===== config.mk =====
export PLATFORM = sky130hd
export DESIGN_NAME = reset_source_supervisor
export DESIGN_NICKNAME = d
export VERILOG_FILES = /design/src/verilog/reset_source_supervisor_pkg.sv /design/src/verilog/reset_source_supervisor.sv
export SDC_FILE = /design/constraint.sdc
export NUM_CORES = 1
export LEC_CHECK = 0
export BUFFER_PORTS_ARGS = -buffer_cell sky130_fd_sc_hd__buf_2
export CAP_MARGIN = 0
export CORE_AREA = 4 4 133 135
export CTS_CLUSTER_DIAMETER = 60
export DETAILED_ROUTE_END_ITERATION = 8
export DIE_AREA = 0 0 137 139
export PLACE_DENSITY = 0.64
export SLEW_MARGIN = 20
export SYNTH_ARGS = -nofsm -noshare
export SYNTH_HDL_FRONTEND = slang
export SYNTH_SLANG_ARGS = --single-unit

===== constraint.sdc =====
create_clock -name clk -period 5.33 [get_ports clk]
set_clock_uncertainty 0.2 [all_clocks]
set_input_delay 0.2665 -clock clk [delete_from_list [all_inputs] [get_ports clk]]
set_output_delay 0.2665 -clock clk [all_outputs]
set_load 0.05 [all_outputs]

===== src/verilog/reset_source_supervisor_pkg.sv =====
// Constants and carrier types for the reset source supervisor.
// Assumes a 20 MHz system clock and thermometer-free digital comparator results.
package reset_source_supervisor_pkg;
    // Clock
    localparam int CLK_HZ               = 20_000_000;
    // Low-voltage trip code: trip = 1700 mV + code * 250 mV
    localparam int TRIP_BASE_MV         = 1700;
    localparam int TRIP_STEP_MV         = 250;
    localparam int TRIP_CODE_W          = 4;
    localparam logic [TRIP_CODE_W-1:0] TRIP_CODE_RESET = 4'h0;
    localparam int HIGH_TRIP_MV         = 5750;
    // Supply measurement in millivolts
    localparam int MV_W                 = 13;
    // Sleep sampling: window open time and period, in microseconds
    localparam int SAMPLE_WINDOW_US     = 5;
    localparam int SAMPLE_PERIOD_US     = 1000;
    localparam int SAMPLE_WINDOW_CYC    = (SAMPLE_WINDOW_US * (CLK_HZ / 1_000_000) > 0) ?
                                          SAMPLE_WINDOW_US * (CLK_HZ / 1_000_000) : 1;
    localparam int SAMPLE_PERIOD_CYC    = SAMPLE_PERIOD_US * (CLK_HZ / 1_000_000);
    localparam int SAMPLE_CNT_W         = 16;
    // Watchdog
    localparam int WDT_CNT_W            = 24;
    // Wakeup sequence length in cycles
    localparam int WAKE_CYC             = 8;
    localparam int WAKE_CNT_W           = 4;
    // Reset source bit positions in the cause word
    localparam int SRC_POR              = 0;
    localparam int SRC_EXT              = 1;
    localparam int SRC_SW               = 2;
    localparam int SRC_LOGIC            = 3;
    localparam int SRC_WDT              = 4;
    localparam int SRC_LV               = 5;
    localparam int SRC_N                = 6;

    typedef struct packed {
        logic [TRIP_CODE_W-1:0] digital_trip;
        logic [TRIP_CODE_W-1:0] analog_trip;
        logic                   digital_lv_reset_mode;
        logic                   analog_lv_reset_mode;
    } monitor_cfg_t;

    typedef struct packed {
        logic analog_low_voltage_irq;
        logic digital_low_voltage_irq;
        logic analog_high_voltage_irq;
    } monitor_irq_t;
endpackage


===== src/verilog/reset_source_supervisor.sv =====
// Reset source supervisor: merges supply monitors, external/software/logic/watchdog
// resets into one system reset. Assumes supply readings arrive as mV codes on clk.
// What this block does
// - Low-voltage trips selectable from 1.70 V upward in 250 mV steps.
// - Analog high-voltage interrupt when supply exceeds fixed 5.75 V.
// - Each low-voltage monitor can reset the device instead of interrupting.
// - Monitors stay silent until internal power-on reset is released.
// - In sleep, monitors sample only during short periodic windows.
// - Sleep-window monitor interrupt starts wakeup, presented after wakeup ends.
// - External reset taken from dedicated pin or configured general pin.
// - Device held in reset while external reset input is low.
// - External reset resets the device like power-on reset but keeps the watchdog enable and records its own cause bit.
// - External reset works during sleep and hibernate.
// - Software reset bit write, by processor or DMA, resets device.
// - Software reset acts like power-on reset but keeps the watchdog enable and records its own cause bit.
// - Disable bit makes software reset writes ineffective.
// - Logic reset counts only when routed to reset pin in reset mode.
// - Enabled watchdog resets device when not cleared before timeout.
// - Watchdog off after power-on reset until software enables it.
// - Watchdog enable is sticky; only power-on reset clears it.
`timescale 1ns/100ps
module reset_source_supervisor #(
    parameter int SAMPLE_PERIOD = reset_source_supervisor_pkg::SAMPLE_PERIOD_CYC
) (
    input  wire logic                                       clk,
    input  wire logic                                       rst,
    input  wire logic                                       external_reset_pin_n,
    input  wire logic                                       gpio_reset_pin_n,
    input  wire logic                                       gpio_reset_select,
    input  wire logic                                       logic_driven_reset,
    input  wire logic                                       logic_route_to_pin,
    input  wire logic                                       configurable_reset_pin_mode,
    input  wire logic                                       software_reset_write,
    input  wire logic                                       software_reset_value,
    input  wire logic                                       software_reset_disable,
    input  wire logic                                       watchdog_enable_write,
    input  wire logic                                       watchdog_clear,
    input  wire logic [reset_source_supervisor_pkg::WDT_CNT_W-1:0] watchdog_timeout,
    input  wire reset_source_supervisor_pkg::monitor_cfg_t  monitor_cfg,
    input  wire logic [reset_source_supervisor_pkg::MV_W-1:0] vddd_mv,
    input  wire logic [reset_source_supervisor_pkg::MV_W-1:0] vdda_mv,
    input  wire logic                                       sleep_mode,
    input  wire logic                                       hibernate_mode,
    output logic                                            system_reset,
    output logic                                            watchdog_enabled,
    output logic [reset_source_supervisor_pkg::SRC_N-1:0]   reset_cause,
    output reset_source_supervisor_pkg::monitor_irq_t       monitor_irq,
    output logic                                            monitor_sampling,
    output logic                                            wakeup_request,
    output logic                                            wakeup_busy
);

    typedef enum logic [1:0] {AWAKE, ASLEEP, WAKING} power_state_t;

    // Trip threshold in mV from a code
    function automatic logic [reset_source_supervisor_pkg::MV_W-1:0] trip_mv(
        input logic [reset_source_supervisor_pkg::TRIP_CODE_W-1:0] code);
        int v;
        v = reset_source_supervisor_pkg::TRIP_BASE_MV
            + int'(code) * reset_source_supervisor_pkg::TRIP_STEP_MV;
        return v[reset_source_supervisor_pkg::MV_W-1:0];
    endfunction

    localparam logic [reset_source_supervisor_pkg::MV_W-1:0] HIGH_TRIP =
        13'(reset_source_supervisor_pkg::HIGH_TRIP_MV);

    // Pin synchronisers: three stages, change counts when stages 2 and 3 agree
    logic [2:0] ext_sync;
    logic [2:0] gpio_sync;
    logic       ext_level_n;
    logic       gpio_level_n;

    always_ff @(posedge clk or posedge rst) begin
        if (rst) begin
            ext_sync  <= 3'h7;
            gpio_sync <= 3'h7;
        end else begin
            ext_sync  <= {ext_sync[1:0], external_reset_pin_n};
            gpio_sync <= {gpio_sync[1:0], gpio_reset_pin_n};
        end
    end

    always_ff @(posedge clk or posedge rst) begin
        if (rst) begin
            ext_level_n  <= 1'b1;
            gpio_level_n <= 1'b1;
        end else begin
            if (ext_sync[1] == ext_sync[2])
                ext_level_n <= ext_sync[2];
            if (gpio_sync[1] == gpio_sync[2])
                gpio_level_n <= gpio_sync[2];
        end
    end

    // Pin chosen as the external reset; no gating by sleep or hibernate
    logic ext_active;
    assign ext_active = gpio_reset_select ? ~gpio_level_n : ~ext_level_n;

    // Logic reset reaches the device only through the pin in reset mode
    logic logic_active;
    assign logic_active = logic_driven_reset & logic_route_to_pin
                          & configurable_reset_pin_mode;

    // Software reset: a write of one, unless disabled
    logic sw_fire;
    assign sw_fire = software_reset_write & software_reset_value
                     & ~software_reset_disable;

    // Monitor comparisons, enabled only after power-on reset release
    logic monitors_live;
    logic sample_now;
    logic digital_low;
    logic analog_low;
    logic analog_high;
    power_state_t state;

    always_ff @(posedge clk or posedge rst) begin
        if (rst)
            monitors_live <= 1'b0;
        else
            monitors_live <= 1'b1;
    end

    assign digital_low = vddd_mv < trip_mv(monitor_cfg.digital_trip);
    assign analog_low  = vdda_mv < trip_mv(monitor_cfg.analog_trip);
    assign analog_high = vdda_mv > HIGH_TRIP;

    // Sleep sampling windows
    logic [reset_source_supervisor_pkg::SAMPLE_CNT_W-1:0] sample_cnt;
    localparam logic [reset_source_supervisor_pkg::SAMPLE_CNT_W-1:0] WINDOW_LEN =
        16'(reset_source_supervisor_pkg::SAMPLE_WINDOW_CYC);

    always_ff @(posedge clk or posedge rst) begin
        if (rst)
            sample_cnt <= 16'h0000;
        else if (state != ASLEEP)
            sample_cnt <= 16'h0000;
        else if (sample_cnt >= 16'(SAMPLE_PERIOD - 1))
            sample_cnt <= 16'h0000;
        else
            sample_cnt <= sample_cnt + 16'h0001;
    end

    assign monitor_sampling = monitors_live & ((state != ASLEEP) | (sample_cnt < WINDOW_LEN));
    assign sample_now = monitor_sampling & ~system_reset;

    logic dlv_trip;
    logic alv_trip;
    logic ahv_trip;
    logic lv_reset;
    assign dlv_trip = sample_now & digital_low;
    assign alv_trip = sample_now & analog_low;
    assign ahv_trip = sample_now & analog_high;
    assign lv_reset = (dlv_trip & monitor_cfg.digital_lv_reset_mode)
                      | (alv_trip & monitor_cfg.analog_lv_reset_mode);

    // Pending interrupts, held until wakeup completes, then presented
    reset_source_supervisor_pkg::monitor_irq_t pending;
    logic any_irq_event;
    assign any_irq_event = (dlv_trip & ~monitor_cfg.digital_lv_reset_mode)
                           | (alv_trip & ~monitor_cfg.analog_lv_reset_mode) | ahv_trip;

    logic [reset_source_supervisor_pkg::WAKE_CNT_W-1:0] wake_cnt;

    always_ff @(posedge clk or posedge rst) begin
        if (rst) begin
            state    <= AWAKE;
            wake_cnt <= 4'h0;
        end else if (system_reset) begin
            state    <= AWAKE;
            wake_cnt <= 4'h0;
        end else begin
            unique case (state)
                AWAKE: if (sleep_mode) begin
                    state <= ASLEEP;
                end
                // A withdrawn sleep request must not strand the block asleep
                ASLEEP: if (any_irq_event) begin
                    state    <= WAKING;
                    wake_cnt <= 4'(reset_source_supervisor_pkg::WAKE_CYC - 1);
                end else if (~sleep_mode) begin
                    state <= AWAKE;
                end
                WAKING: if (wake_cnt == 4'h0) begin
                    state <= AWAKE;
                end else begin
                    wake_cnt <= wake_cnt - 4'h1;
                end
            endcase
        end
    end

    assign wakeup_request = (state == ASLEEP) & any_irq_event;
    assign wakeup_busy    = (state == WAKING);

    // Level-style interrupt: sticky while tripped, presented only when awake
    always_ff @(posedge clk or posedge rst) begin
        if (rst) begin
            pending <= '0;
        end else if (system_reset) begin
            pending <= '0;
        end else begin
            pending.digital_low_voltage_irq <= (dlv_trip & ~monitor_cfg.digital_lv_reset_mode)
                | (pending.digital_low_voltage_irq & ~(state == AWAKE & ~dlv_trip));
            pending.analog_low_voltage_irq  <= (alv_trip & ~monitor_cfg.analog_lv_reset_mode)
                | (pending.analog_low_voltage_irq & ~(state == AWAKE & ~alv_trip));
            pending.analog_high_voltage_irq <= ahv_trip
                | (pending.analog_high_voltage_irq & ~(state == AWAKE & ~ahv_trip));
        end
    end

    always_ff @(posedge clk or posedge rst) begin
        if (rst)
            monitor_irq <= '0;
        else if (state == AWAKE)
            monitor_irq <= pending;
        else
            monitor_irq <= '0;
    end

    // Watchdog: enable sticky, cleared only by power-on reset
    logic [reset_source_supervisor_pkg::WDT_CNT_W-1:0] wdt_cnt;
    logic wdt_fire;

    always_ff @(posedge clk or posedge rst) begin
        if (rst)
            watchdog_enabled <= 1'b0;
        else if (watchdog_enable_write)
            watchdog_enabled <= 1'b1;
    end

    always_ff @(posedge clk or posedge rst) begin
        if (rst)
            wdt_cnt <= '0;
        else if (system_reset | ~watchdog_enabled | watchdog_clear)
            wdt_cnt <= '0;
        else if (~wdt_fire)
            wdt_cnt <= wdt_cnt + 24'h000001;
    end

    assign wdt_fire = watchdog_enabled & (wdt_cnt >= watchdog_timeout);

    // Merge sources; reset is registered one cycle later, so a one-cycle event gives a one-cycle reset
    logic [reset_source_supervisor_pkg::SRC_N-1:0] cause_now;
    always_comb begin
        cause_now = '0;
        cause_now[reset_source_supervisor_pkg::SRC_EXT]   = ext_active;
        cause_now[reset_source_supervisor_pkg::SRC_SW]    = sw_fire;
        cause_now[reset_source_supervisor_pkg::SRC_LOGIC] = logic_active;
        cause_now[reset_source_supervisor_pkg::SRC_WDT]   = wdt_fire;
        cause_now[reset_source_supervisor_pkg::SRC_LV]    = lv_reset;
    end

    always_ff @(posedge clk or posedge rst) begin
        if (rst) begin
            system_reset <= 1'b1;
            reset_cause  <= 6'h01;
        end else begin
            system_reset <= |cause_now;
            if (|cause_now)
                reset_cause <= cause_now;
        end
    end
endmodule // reset_source_supervisor


==> results of run 1 <==
-- cells in the final DEF (no fill, tap or decap), types with 4 or more instances in the layout --
cell | netlist | layout
mux2i_1 | 4 | 4
a31oi_1 | 6 | 6
a31o_2 | 7 | 7
ha_1 | 82 | 81
nand4_1 | 9 | 9
a211oi_1 | 7 | 7
nand2b_1 | 12 | 12
dfrtp_1 | 59 | 59
dfstp_2 | 10 | 10
or3_1 | 4 | 4
buf_4 | 0 | 15
a2111oi_0 | 6 | 6
and3_1 | 7 | 7
nor2_1 | 58 | 58
a21o_1 | 17 | 17
inv_1 | 67 | 64
fa_1 | 14 | 14
and4_1 | 6 | 6
nand3_1 | 21 | 21
nor2b_1 | 10 | 9
o21ai_0 | 20 | 19
a21oi_1 | 40 | 40
xor2_1 | 20 | 19
clkbuf_16 | 0 | 9
nand2_1 | 45 | 45
buf_2 | 0 | 85
xnor2_1 | 30 | 30
o21bai_1 | 4 | 4
and2_1 | 7 | 7
-- power by group --
group          internal, mW  switching, mW  leakage (nW)
Clock                 0.363          0.232         0.146
Sequential            0.551         0.0200         0.911
Combinational         0.353          0.434          2.39
Total                  1.27          0.686          3.44
-- registers in the layout, indices dropped and copies added (netlist names) --
register          flops
ext_level_n           1
ext_sync              3
gpio_level_n          1
gpio_sync             3
monitor_irq           3
monitors_live         1
pending               3
reset_cause           6
sample_cnt           16
state                 2
system_reset          1
wake_cnt              4
watchdog_enabled      1
wdt_cnt              24
-- metrics by stage --
step	util	hold slack (ns)	cells
CTS	0.4148	0.01041	957
global route	0.4179	0.05148	959
global placement	0.3948	0.1475	938
finish	0.4179	-0.003502	959
floorplan	-	0.07098	629
detailed placement	0.3948	0.1487	938
-- how the worst max path moves through the flow --
stage	startpoint	end	slack, ns	cells past startpoint
after global placement	monitor_cfg[3]	wakeup_request	0.09	22
final	monitor_cfg[5]	wakeup_request	0.32	22
after floorplan	monitor_cfg[3]	wakeup_request	0.21	20
after detailed placement	monitor_cfg[3]	wakeup_request	0.06	22
after CTS	monitor_cfg[3]	wakeup_request	0.03	22
after global routing	monitor_cfg[5]	wakeup_request	0.008	22
-- kinds of logic (layout without fill, tap and decap cells) --
| family | Yosys count | after routing | synth area share |
|---|---|---|---|
| mux | 5 | 5 | 0.008948 |
| buf+inv | 77 | 187 | 0.05042 |
| flops | 69 | 69 | 0.3034 |
| compound gates | 133 | 133 | 0.1571 |
| other cells | 2 | 2 | 0.001310 |
| simple gates | 195 | 195 | 0.1711 |
| xor+xnor | 50 | 50 | 0.07639 |
| fa+ha+maj | 98 | 98 | 0.2313 |
-- cell type report --
class / count / area, µm²
Clock buffer: 9 / 225.2
Multi-Input combinational cell: 483 / 3737
Fill cell: 1686 / 9584
Tap cell: 220 / 275.3
Inverter: 67 / 251.5
Timing Repair Buffer: 104 / 579.3
Clock inverter: 7 / 73.82
Sequential cell: 69 / 1739
-- timing repair --
item	4_1_cts	5_1_grt
setup endpoints to repair	0	1
gates resized for setup	0	10
hold buffers	3	0
buffers inserted	0	2
endpoints found under the hold margin	3	0
-- critical path, cell delays in order --
cell and delay, ns:
buf_2 0.12, fa_1 0.57, inv_2 0.06, fa_1 0.49, inv_2 0.05, ha_4 0.24
nor2b_1 0.13, o21ai_1 0.13, nand2b_1 0.09, a21o_1 0.19, a22oi_2 0.16, xor2_2 0.21
xnor2_1 0.14, ha_1 0.27, a21o_1 0.16, a21o_1 0.17, a211o_1 0.29, a211oi_2 0.23
nand2b_1 0.13, o211a_1 0.17, nor2b_2 0.13, buf_6 0.16
-- per-layer routing --
| metal | part of all wire | up-vias | GRT usage |
|---|---|---|---|
| li1 | - | 2405 | - |
| met1 | 0.47 | 2179 | 0.1800 |
| met2 | 0.48 | 70 | 0.2223 |
| met3 | 0.035 | 10 | 0.02612 |
| met4 | 0.016 | 0 | 0.03782 |
| met5 | 0 | - | 0 |
==> metrics, run 1 <==
core area=16470 µm²; CP Class=in -> out; Synth Instances=629; Seq/Total Area, Yosys=0.3034; Required @ worst endpoint=4.86 ns; final hold slack=-0.003502 ns; final hold vios=1; Post-DP HPWL=9.886 mm; Initial DRC Count=176; post-route setup TNS=0 ns; CTS tree=done; Design Power=1.953 mW; ys async rst share=1.000; layout cells sized above 1=0.2070; Worst EP arrival=4.55 ns; post-synth top area share=0.2575; # rows=47; failing checks=negative hold slack; Final Cell Area=6882 µm²; Post-synth EDFFs=0; leakage power=3.442 nW; CTS buffer count=9; DR WL/cell=13.15 µm; Worst setup SP type=input pin; crit path max fanout=3; RSZ-0062 raised after global routing=no; Final min period=5.012 ns; worst skew pair latency=0.34 ns; Vias=4664; Overflow after GRT=0; via-per-instance ratio=4.863; Yosys top cell by area=dfrtp_1; DRT antenna net count=0; die width=137 µm; final wirelength=12.61 mm; period utilisation layout=0.9404; top post-synthesis cells by area=dfrtp_1 (26%), ha_1 (18%), fa_1 (4.9%); R2R cell count=10; gpl congestion=0.7923; largest net degree at the start of global routing=70; final setup violation count=0; initial core utilization=0.3482; Max Cap Viol=0; Hold Path Class=in -> async; Max Slew Vio Count=0; Tot GR Track Use=0.1350; clock net sink count=69; pwr/cell area=283.8 nW/µm²; Achievable Freq=199.5 MHz; reg-to-reg startpoint=wdt_cnt[3]; worst-margin pin slew=0.8927 ns; antenna violations before repair=0; IO Count=89; H-tree levels=3; Yosys warnings=0; Layout Area Growth over Synthesis=20.03%; CTS clk-pin slew, worst paths=0.06 ns; Residual DRC=0; CTS root buffer=clkbuf_16; first-pass GRT wire length=21.08 mm; vias in the first global route=4519; Final nets=905; Die H=139 µm; placed cell areas=6501 µm²; post-synthesis net count=800; setup ws final=0.3177 ns; die area=19040 µm²; number of I/O port buffers=86; flops & latches, synth=69; count leader, synth=ha_1; Syn Area/Cell=9.114 µm²; status=finished with violations; top_reg_cell synth=dfrtp_1; commonest cells in the synthesized netlist=ha_1 (82), inv_1 (67), dfrtp_1 (59); Synth cell types=58; Rel. slew slack=0.4048; worst reg2reg path endpoint=wdt_cnt[7]; Worst R2R Setup Slack=1.97 ns; Inserted Diodes=0; cell area after synthesis=5733 µm²; clk buf depth=2; CP endpoint kind=output pin; pre-CTS WS=0.05729 ns; Peak VDD IR=0.1473 mV; 1st-pass router iterations=6
Power figures use the tool's default switching activity.
==> inputs of run 2 (changes only) <==
--- a/config.mk
+++ b/config.mk
@@ -14,2 +14,3 @@
 export PLACE_DENSITY = 0.64
+export SKIP_CTS_REPAIR_TIMING = 1
 export SLEW_MARGIN = 20
--- a/constraint.sdc
+++ b/constraint.sdc
@@ -4,2 +4,2 @@
 set_output_delay 0.2665 -clock clk [all_outputs]
-set_load 0.05 [all_outputs]
+set_load 0.02 [all_outputs]
==> metrics, run 2 (same netlist as run 1, synthesis figures left out) <==
status=finished, final reports clean; CP Cell Sequence=buf_2 > fa_2 > inv_1 > fa_1 > inv_1 > ha_4 > nor2b_1 > o21ai_1 > nand2b_1 > a21o_1 > a22oi_2 > xor2_2 > xnor2_1 > ha_1 > a21o_1 > a21o_1 > a211o_1 > a211oi_2 > nand2b_1 > o211a_1 > nor2b_1 > buf_4; Worst EP arrival=4.58 ns; Die H=139 µm; post-route setup TNS=0 ns; CTS tree=done; met2 GRT Util=0.2190; Worst path max stage delay=0.60 ns; CP Class=in -> out; met1 Use GR=0.1824; worst skew pair latency=0.34 ns; final setup violation count=0; H-tree levels=3; 1st-pass router iterations=4; pre-CTS WS=0.08201 ns; switching pwr=0.6586 mW; Buf+Inv Stages, Crit Path=4; first-pass GRT wire length=21.07 mm; Switching Fraction=0.3319; Gate power share=0.384; pwr/cell area=286.6 nW/µm²; setup ws final=0.2846 ns; slowest CP cell=fa_2; sequential share of power=0.287; clock group share of total power=0.328; Rel. slew slack=0.3996; DRT antenna net count=0; layout cells sized above 1=0.2087; Hold Path Class=in -> async; CP most frequent cell=a21o_1; IO Count=89; via-per-instance ratio=4.800; Tot GR Track Use=0.1355; Initial DRC Count=196; Most Used Layer, Global Route=met2; leakage power=3.463 nW; crit path max fanout=3; largest net degree at the start of global routing=70; CP endpoint kind=output pin; Post-DP HPWL=9.691 mm; CP startpoint=monitor_cfg[4]; Largest Register=wdt_cnt; Final nets=904; initial core utilization=0.3482; CP delay by family, top=adder cells; Worst setup SP type=input pin; Overflow after GRT=0; Residual DRC=0; Peak VDD IR=0.1878 mV; final hold vios=0; met3 GRT Util=0.03520; internal power=1.326 mW; Regs by FF count=wdt_cnt: 24 flops, sample_cnt: 16 flops, reset_cause: 6 flops; Layout Area Growth over Synthesis=20.76%; Inserted Diodes=0; most common library cell in the layout ignoring fill and taps=buf_2; die area=19040 µm²; Achievable Freq=198.2 MHz; RSZ-0062 raised after global routing=no; DR WL/cell=13.19 µm; clk buf depth=2; max reg flops=24; antenna violations before repair=0; Filler cells=1688; Vias=4598; CTS clk-pin slew, worst paths=0.06 ns; number of I/O port buffers=86; Max Slew Vio Count=0; core area=16470 µm²; Required @ worst endpoint=4.86 ns; gpl congestion=0.7848; reg-to-reg startpoint=wdt_cnt[3]; die width=137 µm; period utilisation layout=0.9466; CTS buffer count=9; final wirelength=12.64 mm; # rows=47; Final min period=5.045 ns; clock net sink count=69; most frequent cells in the layout=buf_2 (85), ha_1 (81), inv_1 (66); CTS root buffer=clkbuf_16; worst-margin pin slew=0.9006 ns; Max Cap Viol=0; vias in the first global route=4444
run 2: power groups by stage:
stage                     combinational (mW)  clock [mW]  sequential, mW
final                                  0.763       0.651           0.570
after global routing                   0.891       0.692           0.574
after CTS                              0.744       0.674           0.571
after detailed placement               0.740           0           0.580
after global placement                 0.729           0           0.579
after floorplan                        0.564           0           0.581
run 2: cell type report:
cell class	instances	area [µm²]	area share
multi-input cells	483	3764	0.5436
flip-flops and latches	69	1739	0.2512
repair buffers	103	568.0	0.08205
well taps	220	275.3	0.03976
inverters	67	251.5	0.03633
clock buffers	10	239.0	0.03452
clock inverters	6	86.33	0.01247
run 2: worst paths after layout:
check | to | slack, ns | cells after the start
max reg2reg | wdt_cnt[10] | 1.70 | 10
min in group clk | pending[1] | 0.01 | 2
min | wdt_cnt[14] | 0.002 | 3
max in group asynchronous | state[1] | 4.35 | 3
min reg2reg | ext_sync[1] | 0.15 | 0
max | wakeup_request | 0.28 | 22
run 2: per-layer routing:
layer,up-vias,routed length (µm)
met4,0,156
met5,-,0
met2,80,6044
li1,2387,-
met1,2120,5851
met3,11,587
run 2: worst reg2reg max path: cells and delay by family, from the launching register on:
kind / cells / cell delay, ns
adders and majority gates: 1 / 0.32
AOI/OAI and AO/OA: 8 / 2.22
DFF: 1 / 0.46
buffers and inverters: 1 / 0.30
run 2: metrics by stage:
stage / total power [mW] / cells / hold WS (ns) / utilization / area [µm²]
after global routing: 2.157 / 958 / 0.02866 / 0.4204 / 6923
after detailed placement: 1.320 / 935 / 0.1472 / 0.3933 / 6476
final: 1.984 / 958 / 0.001837 / 0.4204 / 6923
after global placement: 1.308 / 935 / 0.1456 / 0.3933 / 6476
after CTS: 1.989 / 951 / -0.1848 / 0.4131 / 6802
after floorplan: 1.145 / 629 / 0.07098 / - / 5733
==> inputs of run 3 (changes only) <==
CORE_AREA = 4 4 157 159   (was 4 4 133 135)
DIE_AREA = 0 0 161 163   (was 0 0 137 139)
PLACE_DENSITY = 0.52   (was 0.64)
==> metrics, run 3 (same netlist as run 1, synthesis figures left out) <==
H-tree levels=3; leakage power=3.439 nW; worst reg2reg path endpoint=wdt_cnt[5]; Peak VDD IR=0.1328 mV; R2R cell count=10; most common library cell in the layout ignoring fill and taps=buf_2; Max Slew Vio Count=0; Worst EP arrival=4.58 ns; IO Count=89; via-per-instance ratio=4.405; CP endpoint kind=output pin; Layout Area Growth over Synthesis=22.11%; Required @ worst endpoint=4.86 ns; number of I/O port buffers=86; worst skew pair latency=0.34 ns; antenna violations before repair=1; slowest CP cell=fa_1; final wirelength=13.46 mm; vias in the first global route=4651; Worst R2R Setup Slack=2.03 ns; Post-Layout Cell Count=1062; clk buf depth=2; Regs by FF count=wdt_cnt: 24 flops, sample_cnt: 16 flops, reset_cause: 6 flops; Die H=163 µm; final hold vios=0; Vias=4678; Worst path max stage delay=0.56 ns; placed cell areas=6653 µm²; Largest Register=wdt_cnt; post-route setup TNS=0 ns; pwr/cell area=272.6 nW/µm²; CP Class=in -> out; CTS clk-pin slew, worst paths=0.06 ns; CP Cell Sequence=buf_2 > fa_1 > inv_1 > fa_1 > inv_1 > ha_1 > nor2b_1 > o21ai_1 > nand2b_1 > a21o_1 > a22oi_2 > xor2_1 > buf_4 > xnor2_1 > ha_1 > a21oi_1 > o21ai_1 > or3_4 > o211a_1 > nor2b_1 > buf_4; Hold Path Class=in -> async; layout cells sized above 1=0.2075; Initial DRC Count=147; Post-DP HPWL=10.54 mm; Worst setup SP type=input pin; DR WL/cell=12.67 µm; Filler cells=2518; Residual DRC=0; Final nets=908; CP startpoint=monitor_cfg[7]; Rel. slew slack=0.3914; period utilisation layout=0.9468; Tot GR Track Use=0.1057; clock net sink count=69; pre-CTS WS=0.1329 ns; CP delay by family, top=adder cells; Achievable Freq=198.2 MHz; placed cells=1041; reg-to-reg startpoint=wdt_cnt[3]; # rows=56; Max Cap Viol=0; die area=26240 µm²; 1st-pass router iterations=4; initial core utilization=0.2465; most frequent cells in the layout=buf_2 (85), ha_1 (81), inv_1 (65); DRT antenna net count=0; setup ws final=0.2835 ns; CTS root buffer=clkbuf_16; CTS buffer count=9; core area=23260 µm²; largest net degree at the start of global routing=70; Final min period=5.047 ns; final setup violation count=0; die width=161 µm; max reg flops=24; Buf+Inv Stages, Crit Path=5; worst-margin pin slew=0.9129 ns; first-pass GRT wire length=22.74 mm; gpl congestion=0.7325; crit path max fanout=3; final hold slack=0.001699 ns; Final Cell Area=7000 µm²; status=finished, final reports clean; Overflow after GRT=0; CTS tree=done
==> run 3: changes by cell type in the layout (fill, tap and decap cells not counted), moves of 2 or more <==
cell and change:
buf_4 +4, bufinv_16 -2, clkinvlp_4 +2, xnor2_1 +2, xnor2_2 -2
==> run 3: through the flow <==
step | total power, mW | util
after floorplan | 1.145 | -
after global placement | 1.349 | 0.2860
after detailed placement | 1.355 | 0.2860
after CTS | 1.931 | 0.2978
after global routing | 2.088 | 0.3009
final | 1.908 | 0.3009
==> run 3: worst max path at each step <==
stage               slack [ns]  cells past startpoint             end
floorplan                 0.34                     20  wakeup_request
global placement          0.12                     21  wakeup_request
detailed placement        0.13                     22  wakeup_request
CTS                       0.11                     21  wakeup_request
global route             -0.02                     23  wakeup_request
finish                    0.28                     21  wakeup_request
==> run 3: worst min-delay path, cell delays in order <==
cell and delay [ns]:
buf_2 0.10, inv_2 0.03, buf_4 0.68
==> run 3: final cells by class <==
cell class / count / area (µm²) / share of cell area
antenna: 1 / 2.502 / 0.0003575
multi-input combinational: 483 / 3735 / 0.5335
tap: 319 / 399.1 / 0.05702
inverter: 67 / 251.5 / 0.03592
timing repair buffer: 107 / 598.1 / 0.08543
clock buffer: 9 / 225.2 / 0.03217
sequential: 69 / 1739 / 0.2484
clock inverter: 7 / 50.05 / 0.007149
==> run 3: routing by layer <==
| layer | share of wire | routed length (µm) | track usage |
|---|---|---|---|
| met3 | 0.034 | 459 | 0.02278 |
| met5 | 0 | 0 | 0 |
| met2 | 0.47 | 6277 | 0.1750 |
| met4 | 0.012 | 165 | 0.02520 |
| met1 | 0.49 | 6556 | 0.1418 |
==> run 3: power breakdown <==
part / leakage [nW] / total (mW) / internal (mW) / switching, mW
combinational: 2.40 / 0.781 / 0.359 / 0.422
clock: 0.128 / 0.557 / 0.315 / 0.242
sequential: 0.911 / 0.571 / 0.551 / 0.0201
total: 3.44 / 1.91 / 1.22 / 0.684
